**src/sysrc_regs.vh**
```
// Constants for the system reset and stop control block
//
// Overview of operation
// - Watchdog overflow forces an internal reset and sets the watchdog cause flag.
// - Every internal reset source drives the active-low reset pin low.
// - Any write to the service location clears watchdog and divider stages 12..5.
// - Divider output ticks the watchdog at least every 4080 doubled-clock cycles.
// - Monitor mode with test voltage on reset or irq pin disables the watchdog.
// - In break state, test voltage on the reset pin disables the watchdog.
// - Illegal instruction decode sets its cause flag and resets the device.
// - With stop enable clear, a stop instruction is an illegal instruction reset.
// - Unmapped opcode fetch, confirmed as opcode fetch, sets address flag and resets.
// - Data fetch from an unmapped address causes no reset.
// - Stop entry resets the divider and gates off both system clocks.
// - Stop mode ends on module interrupt, break or reset.
// - Interrupt stacking waits until the stop recovery delay has fully elapsed.
// - Short recovery bit set gives 32 cycles, clear gives 4096 cycles.
// - Stop exit through the reset pin always uses the long delay.
// - Break during stop mode sets the break stop/wait flag.
// - Divider held in reset from stop until recovery, then times recovery.
// - Watchdog disable bit at 1 disables the watchdog, at 0 enables it.
// - Supply-drop inhibit disable bit at 1 disables the supply-drop reset.
// - Break stop/wait flag reads 1 only after a break exit from low power.
`ifndef SYSRC_REGS_VH
`define SYSRC_REGS_VH

// ===========================================================
// Register byte addresses
`define SYSRC_ADDR_CONFIG 12'h000
`define SYSRC_ADDR_CAUSE 12'h004
`define SYSRC_ADDR_BREAK 12'h008
`define SYSRC_ADDR_SERVICE 12'h00c
`define SYSRC_ADDR_CTRL 12'h010
`define SYSRC_ADDR_STATUS 12'h014

// ===========================================================
// Configuration fields and reset value
`define SYSRC_CFG_WDOG_DIS 0
`define SYSRC_CFG_STOP_EN 1
`define SYSRC_CFG_SHORT_REC 7
`define SYSRC_CFG_LVI_DIS 5
`define SYSRC_CFG_RESET 8'h00

// ===========================================================
// Cause flag fields
`define SYSRC_CAUSE_ILADDR 3
`define SYSRC_CAUSE_ILINSN 4
`define SYSRC_CAUSE_WDOG 5
`define SYSRC_CAUSE_SUPPLY 1
`define SYSRC_CAUSE_PIN 6

// ===========================================================
// Break and control fields
`define SYSRC_BRK_BREAK_STOP_WAIT_FLAG 1
`define SYSRC_CTRL_BCFE 7

// ===========================================================
// Divider and timing
`define SYSRC_DIV_W 13
`define SYSRC_DIV_TAP 11
`define SYSRC_DIV_CLR_LO 5
`define SYSRC_WDOG_W 6
`define SYSRC_REC_SHORT 13'd32
`define SYSRC_REC_LONG 13'd4096
`define SYSRC_RST_PULSE 6'd63
`define SYSRC_PIN_ECHO 2'd3

`endif

```
**src/sysrc_top.v**
```verilog
// System reset sources, watchdog and stop mode control with AHB-Lite registers
`include "sysrc_regs.vh"

module sysrc_top (
   input wire ref_clk,
   input wire resetn,
   input wire hsel,
   input wire [31:0] haddr,
   input wire [1:0] htrans,
   input wire hwrite,
   input wire [2:0] hsize,
   input wire [31:0] hwdata,
   input wire hready,
   output reg [31:0] hrdata,
   output reg hreadyout,
   output reg hresp,
   input wire cpu_illegal_insn,
   input wire cpu_stop_insn,
   input wire cpu_opcode_fetch,
   input wire cpu_addr_unmapped,
   input wire module_irq,
   input wire break_req,
   input wire monitor_mode,
   input wire rst_pin_in,
   input wire rst_pin_vtst,
   input wire irq_pin_vtst,
   input wire supply_low,
   output reg rst_pin_out,
   output reg rst_pin_oe_n,
   output reg osc_clk_en,
   output reg dbl_osc_clk_en,
   output reg irq_stack_go,
   output reg supply_drop_reset_en
);

   // ===========================================================
   // Reset release and pin synchronisers
   wire rst_n;
   wire pin_rst_low_n;
   wire rst_vtst_n;
   wire irq_vtst_n;
   wire sup_low_n;
   wire mon_mode_n;
   sysrc_sync2 #(
      .RST_VAL(1'b0)
   ) u_rst_sync (
      .clk(ref_clk),
      .rst_n(resetn),
      .d(1'b1),
      .q(rst_n)
   );
   // Pins idle high, the reset pin as is and the others after inversion, so no false event follows reset
   sysrc_sync2 #(
      .RST_VAL(1'b1)
   ) u_pin_rst_sync (
      .clk(ref_clk),
      .rst_n(rst_n),
      .d(rst_pin_in),
      .q(pin_rst_low_n)
   );
   sysrc_sync2 #(
      .RST_VAL(1'b1)
   ) u_rst_vtst_sync (
      .clk(ref_clk),
      .rst_n(rst_n),
      .d(~rst_pin_vtst),
      .q(rst_vtst_n)
   );
   sysrc_sync2 #(
      .RST_VAL(1'b1)
   ) u_irq_vtst_sync (
      .clk(ref_clk),
      .rst_n(rst_n),
      .d(~irq_pin_vtst),
      .q(irq_vtst_n)
   );
   sysrc_sync2 #(
      .RST_VAL(1'b1)
   ) u_sup_sync (
      .clk(ref_clk),
      .rst_n(rst_n),
      .d(~supply_low),
      .q(sup_low_n)
   );
   sysrc_sync2 #(
      .RST_VAL(1'b1)
   ) u_mon_sync (
      .clk(ref_clk),
      .rst_n(rst_n),
      .d(~monitor_mode),
      .q(mon_mode_n)
   );
   wire pin_rst_low = ~pin_rst_low_n;
   wire rst_vtst = ~rst_vtst_n;
   wire irq_vtst = ~irq_vtst_n;
   wire sup_low = ~sup_low_n;
   wire mon_mode = ~mon_mode_n;

   // ===========================================================
   // AHB-Lite slave
   reg ph_wr_ff;
   reg ph_rd_ff;
   reg [11:0] ph_addr_ff;
   wire take = hsel & htrans[1] & hready;
   always @(posedge ref_clk or negedge rst_n) begin
      if (!rst_n) begin
         ph_wr_ff <= 1'b0;
         ph_rd_ff <= 1'b0;
         ph_addr_ff <= 12'h000;
      end else begin
         ph_wr_ff <= take & hwrite;
         ph_rd_ff <= take & ~hwrite;
         if (take) ph_addr_ff <= haddr[11:0];
      end
   end
   wire wr_cfg = ph_wr_ff & (ph_addr_ff == `SYSRC_ADDR_CONFIG);
   wire wr_cause = ph_wr_ff & (ph_addr_ff == `SYSRC_ADDR_CAUSE);
   wire wr_brk = ph_wr_ff & (ph_addr_ff == `SYSRC_ADDR_BREAK);
   wire wr_srv = ph_wr_ff & (ph_addr_ff == `SYSRC_ADDR_SERVICE);
   wire wr_ctrl = ph_wr_ff & (ph_addr_ff == `SYSRC_ADDR_CTRL);

   // ===========================================================
   // Configuration and control registers
   reg [7:0] cfg_ff;
   reg [7:0] ctrl_ff;
   reg in_break_ff;
   always @(posedge ref_clk or negedge rst_n) begin
      if (!rst_n) begin
         cfg_ff <= `SYSRC_CFG_RESET;
         ctrl_ff <= 8'h00;
      end else begin
         if (wr_cfg) cfg_ff <= hwdata[7:0];
         if (wr_ctrl) ctrl_ff <= hwdata[7:0];
      end
   end
   always @(posedge ref_clk or negedge rst_n) begin
      if (!rst_n) in_break_ff <= 1'b0;
      else in_break_ff <= break_req;
   end

   // ===========================================================
   // Stop state machine
   localparam ST_RUN = 2'd0;
   localparam ST_STOP = 2'd1;
   localparam ST_REC = 2'd2;
   reg [1:0] st_ff;
   reg [1:0] nxt_st;
   reg long_rec_ff;
   reg [`SYSRC_DIV_W-1:0] div_ff;
   reg [`SYSRC_DIV_W-1:0] nxt_div;
   wire [`SYSRC_DIV_W-1:0] rec_len = long_rec_ff ? `SYSRC_REC_LONG : `SYSRC_REC_SHORT;
   wire rec_done = (st_ff == ST_REC) && (div_ff == rec_len - 13'd1);
   wire stop_ok = cpu_stop_insn & cfg_ff[`SYSRC_CFG_STOP_EN];
   wire wake = module_irq | break_req | pin_rst_low;

   always @* begin
      nxt_st = st_ff;
      case (st_ff)
         ST_RUN: if (stop_ok) nxt_st = ST_STOP;
         ST_STOP: if (wake) nxt_st = ST_REC;
         ST_REC: if (rec_done) nxt_st = ST_RUN;
         default: nxt_st = ST_RUN;
      endcase
   end

   // Divider: held at zero in stop, times recovery, partly cleared on service
   always @* begin
      nxt_div = div_ff + 13'd1;
      if (st_ff == ST_STOP || stop_ok) nxt_div = {`SYSRC_DIV_W{1'b0}};
      else if (rec_done) nxt_div = {`SYSRC_DIV_W{1'b0}};
      else if (wr_srv) nxt_div = {{(`SYSRC_DIV_W-`SYSRC_DIV_CLR_LO){1'b0}},
         div_ff[`SYSRC_DIV_CLR_LO-1:0]};
   end

   always @(posedge ref_clk or negedge rst_n) begin
      if (!rst_n) st_ff <= ST_RUN;
      else st_ff <= nxt_st;
   end
   always @(posedge ref_clk or negedge rst_n) begin
      if (!rst_n) div_ff <= {`SYSRC_DIV_W{1'b0}};
      else div_ff <= nxt_div;
   end
   // Delay length follows the stop cycles, so the exit cycle decides it
   always @(posedge ref_clk or negedge rst_n) begin
      if (!rst_n) begin
         long_rec_ff <= 1'b1;
      end else if (st_ff == ST_STOP) begin
         long_rec_ff <= ~cfg_ff[`SYSRC_CFG_SHORT_REC]
            | pin_rst_low;
      end
   end

   // ===========================================================
   // Watchdog
   reg [`SYSRC_WDOG_W-1:0] wdog_ff;
   reg div_tap_ff;
   // Both tap edges tick, keeping the interval well under 4080 cycles
   wire div_tick = div_ff[`SYSRC_DIV_TAP] ^ div_tap_ff;
   // Only the disable bit and the test voltage detect may gate it, so noise cannot disable it
   wire wdog_off = cfg_ff[`SYSRC_CFG_WDOG_DIS]
      | (mon_mode & (rst_vtst | irq_vtst))
      | (in_break_ff & rst_vtst);
   wire wdog_ovf = ~wdog_off & div_tick & (&wdog_ff);
   always @(posedge ref_clk or negedge rst_n) begin
      if (!rst_n) begin
         wdog_ff <= {`SYSRC_WDOG_W{1'b0}};
         div_tap_ff <= 1'b0;
      end else begin
         div_tap_ff <= div_ff[`SYSRC_DIV_TAP];
         if (wr_srv || wdog_off) wdog_ff <= {`SYSRC_WDOG_W{1'b0}};
         else if (div_tick) wdog_ff <= wdog_ff + 6'd1;
      end
   end

   // ===========================================================
   // Reset sources and cause flags
   wire ill_insn = (st_ff == ST_RUN) & (cpu_illegal_insn
      | (cpu_stop_insn & ~cfg_ff[`SYSRC_CFG_STOP_EN]));
   // Opcode fetch qualifier keeps data fetches harmless
   wire ill_addr = cpu_addr_unmapped & cpu_opcode_fetch;
   wire lvi_en = ~cfg_ff[`SYSRC_CFG_LVI_DIS];
   wire sup_rst = sup_low & lvi_en;
   wire int_rst = wdog_ovf | ill_insn | ill_addr | sup_rst;

   wire [5:0] pulse_cnt;
   wire pulse_busy;
   wire echo_busy;
   reg [7:0] cause_ff;
   reg break_stop_wait_flag_ff;
   sysrc_downcnt #(
      .W(6)
   ) u_pulse (
      .clk(ref_clk),
      .rst_n(rst_n),
      .load(int_rst),
      .load_val(`SYSRC_RST_PULSE),
      .count(pulse_cnt),
      .busy(pulse_busy)
   );
   // Our own pulse echoes back through the pin synchroniser for a few cycles
   sysrc_downcnt #(
      .W(2)
   ) u_echo (
      .clk(ref_clk),
      .rst_n(rst_n),
      .load(pulse_busy),
      .load_val(`SYSRC_PIN_ECHO),
      .count(),
      .busy(echo_busy)
   );
   wire ext_pin_rst = pin_rst_low & ~pulse_busy & ~echo_busy;
   always @(posedge ref_clk or negedge rst_n) begin
      if (!rst_n) begin
         cause_ff <= 8'h00;
      end else if (int_rst) begin
         // New cause replaces old ones; a set beats a same-cycle clear
         cause_ff <= 8'h00;
         cause_ff[`SYSRC_CAUSE_WDOG] <= wdog_ovf;
         cause_ff[`SYSRC_CAUSE_ILINSN] <= ill_insn;
         cause_ff[`SYSRC_CAUSE_ILADDR] <= ill_addr;
         cause_ff[`SYSRC_CAUSE_SUPPLY] <= sup_rst;
      end else if (ext_pin_rst) begin
         cause_ff <= 8'h00;
         cause_ff[`SYSRC_CAUSE_PIN] <= 1'b1;
      end else if (wr_cause) begin
         cause_ff <= 8'h00;
      end
   end
   always @(posedge ref_clk or negedge rst_n) begin
      if (!rst_n) break_stop_wait_flag_ff <= 1'b0;
      else if (st_ff == ST_STOP && break_req) break_stop_wait_flag_ff <= 1'b1;
      else if (wr_brk && (!in_break_ff || ctrl_ff[`SYSRC_CTRL_BCFE])
         && !hwdata[`SYSRC_BRK_BREAK_STOP_WAIT_FLAG]) break_stop_wait_flag_ff <= 1'b0;
   end

   // ===========================================================
   // Outputs and read data
   reg [31:0] rd_mux;
   always @* begin
      rd_mux = 32'h0000_0000;
      case (haddr[11:0])
         `SYSRC_ADDR_CONFIG: rd_mux[7:0] = cfg_ff;
         `SYSRC_ADDR_CAUSE: rd_mux[7:0] = cause_ff;
         `SYSRC_ADDR_BREAK: rd_mux[`SYSRC_BRK_BREAK_STOP_WAIT_FLAG] = break_stop_wait_flag_ff;
         `SYSRC_ADDR_CTRL: rd_mux[7:0] = ctrl_ff;
         `SYSRC_ADDR_STATUS: rd_mux[2:0] = {long_rec_ff, st_ff};
         default: rd_mux = 32'h0000_0000;
      endcase
   end

   wire stopped = (nxt_st == ST_STOP) || (nxt_st == ST_REC);
   always @(posedge ref_clk or negedge rst_n) begin
      if (!rst_n) begin
         hrdata <= 32'h0000_0000;
         hreadyout <= 1'b1;
         hresp <= 1'b0;
         rst_pin_out <= 1'b0;
         rst_pin_oe_n <= 1'b1;
         osc_clk_en <= 1'b1;
         dbl_osc_clk_en <= 1'b1;
         irq_stack_go <= 1'b0;
         supply_drop_reset_en <= 1'b1;
      end else begin
         hrdata <= (take & ~hwrite) ? rd_mux : 32'h0000_0000;
         hreadyout <= 1'b1;
         hresp <= 1'b0;
         rst_pin_out <= 1'b0;
         rst_pin_oe_n <= ~(int_rst | (pulse_cnt > 6'd1));
         osc_clk_en <= ~stopped;
         dbl_osc_clk_en <= ~stopped;
         irq_stack_go <= rec_done & module_irq;
         supply_drop_reset_en <= lvi_en;
      end
   end
endmodule // sysrc_top

// ===========================================================
// Two-flop synchroniser, shared by reset release and pins
module sysrc_sync2 #(
   parameter RST_VAL = 1'b0
) (
   input wire clk,
   input wire rst_n,
   input wire d,
   output wire q
);
   reg meta_ff;
   reg sync_ff;
   // Only the second flop is read, the first may be metastable
   always @(posedge clk or negedge rst_n) begin
      if (!rst_n) begin
         meta_ff <= RST_VAL;
         sync_ff <= RST_VAL;
      end else begin
         meta_ff <= d;
         sync_ff <= meta_ff;
      end
   end
   assign q = sync_ff;
endmodule // sysrc_sync2

// ===========================================================
// Load and count down to zero, for pulse and echo windows
module sysrc_downcnt #(
   parameter W = 6
) (
   input wire clk,
   input wire rst_n,
   input wire load,
   input wire [W-1:0] load_val,
   output wire [W-1:0] count,
   output wire busy
);
   reg [W-1:0] cnt_ff;
   always @(posedge clk or negedge rst_n) begin
      if (!rst_n) cnt_ff <= {W{1'b0}};
      else if (load) cnt_ff <= load_val;
      else if (busy) cnt_ff <= cnt_ff - {{(W-1){1'b0}}, 1'b1};
   end
   assign count = cnt_ff;
   assign busy = |cnt_ff;
endmodule // sysrc_downcnt

```
**config.mk**
```make
export PLATFORM = sky130hd
export DESIGN_NAME = sysrc_top
export DESIGN_NICKNAME = d
export VERILOG_FILES = /design/src/sysrc_top.v
export VERILOG_INCLUDE_DIRS = /design/src
export SDC_FILE = /design/constraint.sdc
export NUM_CORES = 1
export LEC_CHECK = 0
export ABC_CLOCK_PERIOD_IN_PS = 3500
export BUFFER_PORTS_ARGS = -buffer_cell sky130_fd_sc_hd__buf_4
export CAP_MARGIN = 20
export CORE_MARGIN = 10
export CORE_UTILIZATION = 40
export DETAILED_ROUTE_END_ITERATION = 8
export PLACE_DENSITY = 0.65
export SLEW_MARGIN = 20
export SYNTH_ARGS = -nofsm -noshare
export SYNTH_HDL_FRONTEND = slang
export SYNTH_SLANG_ARGS = --single-unit
```
**constraint.sdc**
```tcl
create_clock -name ref_clk -period 3.5 [get_ports ref_clk]
set_input_delay 0.35 -clock ref_clk [delete_from_list [all_inputs] [get_ports ref_clk]]
set_output_delay 0.35 -clock ref_clk [all_outputs]
set_load 0.01 [all_outputs]
```
Word level (Yosys, flattened, before mapping)
Index checks and enable logic that the tools add are counted.

Multiplexer cells: 24. Bitwise operators: 51. Reductions and logical operators: 21. Add/subtract/negate cells: 5. Magnitude comparators: 1. Eq/ne operators: 14.

Operators by type and width (number): two-way mux 13 bit (4); == test 12 x 4 -> 1 bit (second input constant) (3); == test 12 x 5 -> 1 bit (second input constant) (3); two-way mux 8 bit (4); == test 12 x 3 -> 1 bit (second input constant) (2); zero test 12 bit (2); two-way mux 6 bit (4); bitwise AND 1 bit (21); inverter 1 bit (18); one-hot mux 5 bit (3 select lines) (1); adder 13 x 1 -> 13 bit (second input constant) (1); == test 13 bit (1); subtractor 13 x 1 -> 13 bit (second input constant) (1); bitwise OR 1 bit (11); two-way mux 2 bit (5); one-hot mux 1 bit (4 select lines) (2); nonzero test 2 bit (4); adder 6 x 1 -> 6 bit (second input constant) (1); > comparator 6 x 1 -> 1 bit (second input constant) (1); one-hot mux 2 bit (3 select lines) (1); AND reduction 6 bit (1); OR reduction 6 bit (1); subtractor 6 x 1 -> 6 bit (second input constant) (1); one-hot mux 1 bit (5 select lines) (1); 12 further kinds (22).

Word-level logic and storage cells: 148. Bits in registers: 94. Output and inout bits: 40. Input port bits: 85.

Depth between registers and ports, before layout
Gate-level depths: netlist of run 1.

Depth after elaboration: 13. Depth in mapped cells: 6. Depth with buffers taken out: 5.

Cells and area by module
A second synthesis of run 1 with hierarchy kept.

Cell total of the unflattened synthesis: 390. Area total of the unflattened synthesis: 4367.9 µm².

By module, submodules not included: sysrc_top (area an instance 3550.9 µm², instances 1, seq. area each 1781.7 µm², cells an instance 325); sysrc_downcnt at u_pulse (area an instance 384.1 µm², instances 1, seq. area each 150.1 µm², cells an instance 40); sysrc_sync2 at u_irq_vtst_sync ... (area an instance 52.6 µm², instances 5, seq. area each 52.6 µm², cells an instance 2); sysrc_downcnt at u_echo (area an instance 120.1 µm², instances 1, seq. area each 50.0 µm², cells an instance 13); sysrc_sync2 at u_rst_sync (area an instance 50.0 µm², instances 1, seq. area each 50.0 µm², cells an instance 2).

Least setup slack after synthesis of run 1
OpenSTA, ideal clock, no wires.

Kind: register to register. Start: reg ph_addr_ff[11]. End: reg ctrl_ff[0]. Data arrival time: 1838 ps. Stages on the path, launching flop included: 5. Setup time: 125 ps. Path buffers: 1. Clock period less this slack: 1963 ps. Setup slack: 1537 ps. Data required time: 3375 ps. Cells stage by stage: dfrtp_1 or4_4 or4_4 buf_6 mux2_4.

Longest elaborated chain between the ends: 2.

RTL lines: start: declaration (RTL line sysrc_top.v:103) `reg [11:0] ph_addr_ff;`; start signal: assignment (RTL line sysrc_top.v:113) `if (take) ph_addr_ff <= haddr[11:0];`; == test 12 x 5 -> 1 bit (no source line); bitwise AND 1 bit (RTL line sysrc_top.v:120) `` wire wr_ctrl = ph_wr_ff & (ph_addr_ff == `SYSRC_ADDR_CTRL); ``; end signal: assignment (RTL line sysrc_top.v:133) `if (wr_ctrl) ctrl_ff <= hwdata[7:0];`; end: declaration (RTL line sysrc_top.v:125) `reg [7:0] ctrl_ff;`.

Every way passes these cells. A chain may end at the register's enable or synchronous reset.

Final worst setup path of run 1
Start: reg ph_addr_ff[1]. End: reg cfg_ff[4].

Longest elaborated chain between the ends: 2.

RTL lines: zero test 12 bit (no source line); bitwise AND 1 bit (RTL line sysrc_top.v:116) `` wire wr_cfg = ph_wr_ff & (ph_addr_ff == `SYSRC_ADDR_CONFIG); ``; end signal: assignment (RTL line sysrc_top.v:129) `` cfg_ff <= `SYSRC_CFG_RESET; ``; end signal: assignment (RTL line sysrc_top.v:132) `if (wr_cfg) cfg_ff <= hwdata[7:0];`; end: declaration (RTL line sysrc_top.v:124) `reg [7:0] cfg_ff;`.

Every way passes these cells.

==> results of run 1 <==
report_power, final:
| part | switching, W | internal, W | total [W] |
|---|---|---|---|
| registers | 0.000106 | 0.00117 | 0.00127 |
| clock network | 0.000396 | 0.000269 | 0.000665 |
| logic | 0.000193 | 0.000183 | 0.000376 |
| total | 0.000695 | 0.00162 | 0.00232 |
cell usage in the layout, fill, tap and decap left out, types with 11 or more instances in the layout:
cell and n:
dfrtp_1 76, buf_4 50, nor2_1 30, conb_1 28, nand2_1 22, mux2_2 21, nor3_1 17, o21ai_0 15
nand3_1 15, dfstp_2 14, inv_1 13, a21oi_1 11, xnor2_1 11
flip-flops by register name (all words and copies together), names as in the netlist, 2 cells and up:
signal / flops
cause_ff: 5
cfg_ff: 8
ctrl_ff: 8
div_ff: 13
hrdata: 8
ph_addr_ff: 12
st_ff: 2
u_echo.count: 2
u_pulse.count: 6
wdog_ff: 6
synthesized netlist by cell type, types with 6 or more instances:
master and n:
nand3_1 15, inv_1 13, nor4_1 8, mux2_2 21, nor3_1 17, xnor2_1 11
dfrtp_1 77, xor2_1 6, nand4_1 7, a21oi_1 11, nand2_1 22, buf_4 28
nor2_1 30, mux2i_1 10, dfstp_2 14, o21ai_0 15, mux2_4 8
worst max-delay path: cells and delay by family (launching register included):
family	cells	cell delay, ns
muxes	1	0.41
and+or+nand+nor	3	1.25
DFF	1	0.40
metrics by stage:
| step | utilization [%] | setup slack (ns) |
|---|---|---|
| after floorplan | - | 0.802 |
| after global placement | 44.9 | 1.38 |
| after detailed placement | 45.2 | 1.35 |
| after CTS | 47.0 | 1.33 |
| after global routing | 47.0 | 1.11 |
| final | 47.0 | 1.32 |
final timing paths:
kind / from / end / cells after the start
min: rst_pin_vtst / u_rst_vtst_sync.meta_ff / 2
max: ph_addr_ff[1] / cfg_ff[4] / 4
max reg2reg: ph_addr_ff[1] / cfg_ff[4] / 4
min reg2reg: u_rst_sync.q / div_ff[1] / 0
max in group asynchronous: u_rst_sync.q / u_pin_rst_sync.meta_ff / 1
min in group asynchronous: resetn / u_rst_sync.q / 2
per-layer routing:
metal	wire length (µm)	vias to the layer above	global-route usage, %
li1	-	1374	-
met1	3730	1395	14.7
met2	4130	64	18.6
met3	534	14	2.83
met4	199	0	5.82
met5	0	-	0
layout make-up:
cell class | instances | area share, %
clock buffers | 9 | 2.55
clock inverters | 7 | 1.19
inverters | 13 | 1.01
multi-input cells | 265 | 35.9
flip-flops and latches | 91 | 47.3
well taps | 136 | 3.51
repair buffers | 52 | 8.51
cells by family after synthesis:
group           after synthesis  synth area share [%]
xor+xnor                     17                  3.51
mux                          39                  10.8
other cells                   2                 0.177
buf+inv                      51                  7.19
simple gates                136                  17.3
compound gates               40                  5.51
flops                        91                  54.1
fa+ha+maj                     5                  1.47
repair_timing:
action / 4_1_cts / 5_1_grt
buffers inserted: 0 / 0
hold buffers: 1 / 0
endpoints found under the hold margin: 2 / 0
==> impl_metrics.sql, run 1 <==
INSERT INTO impl_metrics (metric_group, metric, value, unit) VALUES
('power_and_ir_drop', 'power_per_unit_of_standard_cell_area', '477', 'mW/mm²'),
('timing', 'maxClockFrequency', '0.460', 'GHz'),
('drt', 'routed_wl', '8.59', 'mm'),
('drt', 'detailedRoute.firstIterationViolations', '134', ''),
('critical_path', 'crit_required', '3.75', 'ns'),
('clocking', 'cts_bufs_inserted', '9', ''),
('die', 'dieHeight', '123', 'µm'),
('synthesis', 'synth_top_cell_by_area', 'dfrtp_1', ''),
('grt', 'antenna_violations_before_repair', '0', ''),
('hold_path', 'min_path_type', 'input pin to register', ''),
('critical_path', 'critical_path.max_fanout', '8', ''),
('power_and_ir_drop', 'power.total', '0.00232', 'W'),
('clocking', 'tritoncts_clock_tree', 'built', ''),
('critical_path', 'critical_path_class', 'register to register', ''),
('critical_path', 'critical_path.max_stage_delay', '0.59', 'ns'),
('critical_path', 'critical_path.cell_chain', 'nor4b_2, nand2_1, nor4_4, mux2_2', ''),
('synthesis', 'yosys-top-cells-area', 'dfrtp_1, dfstp_2, mux2_2, buf_4, mux2_4', ''),
('critical_path', 'slowest_stage', 'nor4_4', ''),
('power_and_ir_drop', 'max-vdd-ir-drop', '0.000185', 'V'),
('timing', 'timing.final.hold_violations', '0', ''),
('layout', 'post-route-cell-area', '0.00485', 'mm²'),
('flow_run', 'maxCapViolCount', '0', ''),
('drt', 'via_per_inst', '4.97', ''),
('clocking', 'path_clk_slew', '0.10', 'ns'),
('timing', 'final.setup.tns', '0', 'ns'),
('layout', 'areaGrowthSynthToFinish', '14.4', '%'),
('die', 'core_area', '0.0103', 'mm²'),
('power_and_ir_drop', 'power_leakage', '2.20', 'nW'),
('layout', 'fill_cells', '973', ''),
('synthesis', 'synth-seq-area-share', '54.1', '%'),
('synthesis', 'yosysWarningCount', '0', ''),
('timing', 'final.setup_skew', '0.0146', 'ns'),
('drt', 'drc', '0', ''),
('die', 'rows', '37', ''),
('timing', 'max_slew_margin', '43.6', '%'),
('place', 'dpl.cell_count', '556', ''),
('die', 'die_x', '123', 'µm'),
('place', 'gp_congestion', '0.793', ''),
('grt', 'grt_usage', '11.7', '%'),
('grt', 'largest_net_degree_at_the_start_of_global_routing', '50', ''),
('critical_path', 'regToRegSetupSlack', '1.32', 'ns'),
('clocking', 'max-clock-path-buffers', '2', ''),
('die', 'initial_standard_cell_utilization_of_the_core', '41.1', '%'),
('critical_path', 'critical_path_arrival', '2.42', 'ns'),
('synthesis', 'synth.ff_latch_count', '91', ''),
('synthesis', 'gate_count_after_technology_mapping', '381', ''),
('drt', 'drt_pass1_iterations', '5', ''),
('timing', 'fin_worst_hold_slack', '0.0898', 'ns'),
('clocking', 'h-tree-depth', '3', ''),
('clocking', 'worst_skew_pair.late_latency', '0.36', 'ns'),
('synthesis', 'yosys.area.top_type_share', '45.4', '%'),
('place', 'io_buffers', '49', ''),
('die', 'fp.dieArea', '0.0151', 'mm²'),
('drt', 'routedWlPerCell', '15.0', 'µm'),
('layout', 'instances_no_fill', '573', ''),
('layout', 'layout-drive-gt1-share', '27.0', '%'),
('layout', 'regArea', '0.00230', 'mm²'),
('layout', 'number_of_diodes', '0', ''),
('grt', 'grt_first_pass_wirelength', '14.3', 'mm'),
('drt', 'via_count', '2847', ''),
('synthesis', 'syn-mean-instance-area', '11.1', 'µm²'),
('grt', 'grt_remaining_overflow', '0', ''),
('synthesis', 'synth.cell_area', '0.00425', 'mm²'),
('synthesis', 'most_used_dff_post_synth', 'dfrtp_1', ''),
('layout', 'multi_input_area', '0.00174', 'mm²'),
('clocking', 'cts_num_sinks', '91', ''),
('drt', 'final_antenna_net_count', '0', ''),
('clocking', 'clock_tree.root_cell', 'clkbuf_8', ''),
('critical_path', 'setup.worst_path.end_class', 'register', ''),
('timing', 'layout_worst_path_cycle_share', '62.1', '%'),
('outcome', 'outcome', 'completed', ''),
('timing', 'slew_violations', '0', ''),
('timing', 'post-route-min-period', '2.18', 'ns'),
('grt', 'first_global_vias', '2979', ''),
('synthesis', 'synth_cell_types', '46', ''),
('critical_path', 'worstSetupStartpointType', 'register', ''),
('clocking', 'cts_repair_resize_count', '0', ''),
('synthesis', 'asyncSetResetFlopFracSynth', '100', '%'),
('timing', 'tightest_slew', '0.845', 'ns'),
('layout', 'final_nets', '522', ''),
('place', 'placed_cell_area', '0.00466', 'mm²'),
('synthesis', 'synth_enable_flop_cells', '0', ''),
('timing', 'setup_viol', '0', ''),
('die', 'ioPinCount', '125', ''),
('place', 'hpwl', '6.44', 'mm'),
('timing', 'unrepaired_setup_endpoints_after_global_routing', 'false', '');
(Power assumes the default switching activity.)
==> run 2: changes to the inputs <==
--- a/config.mk
+++ b/config.mk
@@ -6,13 +6,13 @@
 export SDC_FILE = /design/constraint.sdc
 export NUM_CORES = 1
 export LEC_CHECK = 0
-export ABC_CLOCK_PERIOD_IN_PS = 3500
+export ABC_CLOCK_PERIOD_IN_PS = 1900
 export BUFFER_PORTS_ARGS = -buffer_cell sky130_fd_sc_hd__buf_4
 export CAP_MARGIN = 20
 export CORE_MARGIN = 10
 export CORE_UTILIZATION = 40
 export DETAILED_ROUTE_END_ITERATION = 8
-export PLACE_DENSITY = 0.65
+export PLACE_DENSITY = 0.68
 export SLEW_MARGIN = 20
 export SYNTH_ARGS = -nofsm -noshare
 export SYNTH_HDL_FRONTEND = slang
==> constraint.sdc (replaced) <==
create_clock -name ref_clk -period 1.9 [get_ports ref_clk]
set_input_delay 0.19 -clock ref_clk [delete_from_list [all_inputs] [get_ports ref_clk]]
set_output_delay 0.19 -clock ref_clk [all_outputs]
set_load 0.01 [all_outputs]
==> run 2 against run 1 <==
  * Routed wire length is 6.5% higher
  * The flow now finishes with violations (negative setup slack)
  * Die area did not move
  * Critical endpoint is now ctrl_ff[7]
  * Global-route usage rose by 0.52 points
  * Utilization rose by 2.5 points
  * Setup slack worse by 1.4 ns
  * Sequential power is 86% higher
  * Final area up 5.3%
==> impl_metrics.sql, run 2 (synthesized netlist as in run 1, its figures left out) <==
INSERT INTO impl_metrics (metric_group, metric, value, unit) VALUES
('outcome', 'outcome', 'finished with violations', ''),
('outcome', 'failed_checks', 'negative setup slack', ''),
('timing', 'unrepaired_setup_endpoints_after_global_routing', 'true', ''),
('die', 'fp.dieArea', '0.0151', 'mm²'),
('timing', 'final.setup_skew', '0.0183', 'ns'),
('timing', 'maxClockFrequency', '0.496', 'GHz'),
('drt', 'routed_wl', '9.15', 'mm'),
('layout', 'largestRegisters', 'div_ff x13, ph_addr_ff x12', ''),
('layout', 'largest_register', 'div_ff', ''),
('critical_path', 'setup.worst_path.end_class', 'register', ''),
('timing', 'max_slew_margin', '58.3', '%'),
('die', 'die_x', '123', 'µm'),
('drt', 'via_per_inst', '4.95', ''),
('die', 'initial_standard_cell_utilization_of_the_core', '41.1', '%'),
('power_and_ir_drop', 'p_sw', '0.00126', 'W'),
('place', 'io_buffers', '49', ''),
('grt', 'first_global_vias', '3075', ''),
('die', 'core_area', '0.0103', 'mm²'),
('timing', 'setup_viol', '8', ''),
('die', 'rows', '37', ''),
('drt', 'drc', '0', ''),
('power_and_ir_drop', 'power_leakage', '2.34', 'nW'),
('place', 'placed_cell_area', '0.00479', 'mm²'),
('die', 'ioPinCount', '125', ''),
('grt', 'grt_remaining_overflow', '0', ''),
('clocking', 'max-clock-path-buffers', '2', ''),
('critical_path', 'startpoint_of_the_most_critical_setup_path', 'ph_addr_ff[11]', ''),
('critical_path', 'crit_required', '2.14', 'ns'),
('layout', 'post-route-cell-area', '0.00511', 'mm²'),
('clocking', 'path_clk_slew', '0.09', 'ns'),
('critical_path', 'critical_path_arrival', '2.26', 'ns'),
('clocking', 'h-tree-depth', '3', ''),
('power_and_ir_drop', 'power.clock.fraction', '30.3', '%'),
('layout', 'areaGrowthSynthToFinish', '20.4', '%'),
('flow_run', 'maxCapViolCount', '0', ''),
('layout', 'layout-drive-gt1-share', '30.1', '%'),
('power_and_ir_drop', 'switching_share', '28.1', '%'),
('power_and_ir_drop', 'power_per_unit_of_standard_cell_area', '877', 'mW/mm²'),
('clocking', 'worst_skew_pair.late_latency', '0.37', 'ns'),
('grt', 'largest_net_degree_at_the_start_of_global_routing', '36', ''),
('critical_path', 'crit-reg2reg-launch', 'ph_addr_ff[11]', ''),
('timing', 'post-route-min-period', '2.02', 'ns'),
('grt', 'grt_usage', '12.3', '%'),
('power_and_ir_drop', 'seq_pwr_share', '52.6', '%'),
('critical_path', 'critical_path.max_fanout', '8', ''),
('layout', 'final_common_cell', 'dfrtp_1', ''),
('grt', 'grt_first_pass_wirelength', '14.8', 'mm'),
('drt', 'final_antenna_net_count', '0', ''),
('drt', 'detailedRoute.firstIterationViolations', '128', ''),
('die', 'dieHeight', '123', 'µm'),
('timing', 'timing.final.hold_violations', '0', ''),
('power_and_ir_drop', 'power_frac_comb', '17.1', '%'),
('layout', 'largest_register_ff_count', '13', ''),
('timing', 'layout_worst_path_cycle_share', '106', '%'),
('layout', 'layout_common_cells', 'dfrtp_1, buf_4, nor2_1', ''),
('hold_path', 'min_path_type', 'input pin to register', ''),
('power_and_ir_drop', 'cell_internal_pwr', '0.00322', 'W'),
('critical_path', 'critical_path_class', 'register to register', ''),
('power_and_ir_drop', 'power.total', '0.00448', 'W'),
('drt', 'routedWlPerCell', '15.3', 'µm'),
('drt', 'drt_pass1_iterations', '4', ''),
('layout', 'number_of_diodes', '0', ''),
('clocking', 'clock_tree.root_cell', 'clkbuf_8', ''),
('clocking', 'cts_num_sinks', '91', ''),
('drt', 'via_count', '2960', ''),
('clocking', 'tritoncts_clock_tree', 'built', ''),
('power_and_ir_drop', 'max-vdd-ir-drop', '0.000376', 'V'),
('timing', 'tightest_slew', '0.624', 'ns'),
('clocking', 'cts_bufs_inserted', '9', ''),
('layout', 'final_nets', '547', ''),
('place', 'gp_congestion', '0.840', ''),
('critical_path', 'worstSetupStartpointType', 'register', ''),
('timing', 'finalWorstSetupSlack', '-0.116', 'ns'),
('hold_path', 'worst_hold_startpoint', 'hwrite', ''),
('place', 'hpwl', '6.75', 'mm'),
('timing', 'slew_violations', '0', ''),
('grt', 'antenna_violations_before_repair', '0', '');
run 2: changes by cell type in the layout (fill, tap and decap cells not counted), sizes merged:
cell / delta
bufinv: +1
buf: +19
inv: -4
clkbuf: +3
dlygate4sd3: +6
clkinvlp: -2
clkinv: +2
run 2: path summary, 6_finish.rpt:
check                          endpoint  slack (ns)  cells past startpoint
hold reg to reg               div_ff[6]        0.29                      0
hold / removal                 ph_wr_ff        0.04                      2
setup reg to reg             ctrl_ff[7]       -0.12                      3
min in group asynchronous  u_rst_sync.q        0.14                      2
setup / recovery             ctrl_ff[7]       -0.12                      3
max in group asynchronous    wdog_ff[3]        0.95                      1
run 2: through the flow:
stage | hold slack [ns] | setup TNS [ns] | instances | utilization [%] | setup slack [ns]
2_1_floorplan | -0.106 | -0.504 | 407 | - | -0.0630
3_3_place_gp | -0.0279 | -0.734 | 574 | 46.4 | -0.0760
3_5_place_dp | -0.0270 | -1.09 | 574 | 46.4 | -0.0924
4_1_cts | 0.0336 | -0.813 | 598 | 49.1 | -0.116
5_1_grt | 0.0430 | -1.78 | 598 | 49.5 | -0.152
6_report | 0.0436 | -0.792 | 598 | 49.5 | -0.116
run 2: worst max-delay path: stages, from the launching register on:
cell     delay [ns]
dfrtp_1        0.39
or4_4          0.55
or4_4          0.62
mux2_4         0.33
run 2: layout make-up:
| class | instances | area (µm²) |
|---|---|---|
| Sequential cell | 91 | 2300 |
| Fill cell | 941 | 5210 |
| Clock buffer | 12 | 155 |
| Tap cell | 136 | 170 |
| Timing Repair Buffer | 77 | 612 |
| Multi-Input combinational cell | 265 | 1780 |
| Inverter | 13 | 48.8 |
| Clock inverter | 4 | 48.8 |
run 2: per-layer routing:
metal	global-route usage, %	up-vias	wire [µm]
met5	0	-	0
met4	5.97	0	194
met3	2.87	12	499
met2	19.3	79	4340
met1	15.6	1448	4110
li1	-	1421	-
run 2: what timing repair did:
item / in CTS / in global routing
pin swaps: 2 / 2
gates resized for setup: 1 / 8
setup endpoints to repair: 20 / 26
hold buffers: 7 / 0
buffers inserted: 1 / 0
endpoints found under the hold margin: 8 / 0
run 2: power groups by stage:
| stage | clock [W] | combinational [W] | sequential, W |
|---|---|---|---|
| floorplan | 0 | 0.000518 | 0.00235 |
| global placement | 0 | 0.000726 | 0.00237 |
| detailed placement | 0 | 0.000751 | 0.00239 |
| CTS | 0.00139 | 0.000767 | 0.00235 |
| global route | 0.00147 | 0.000861 | 0.00238 |
| finish | 0.00136 | 0.000766 | 0.00236 |
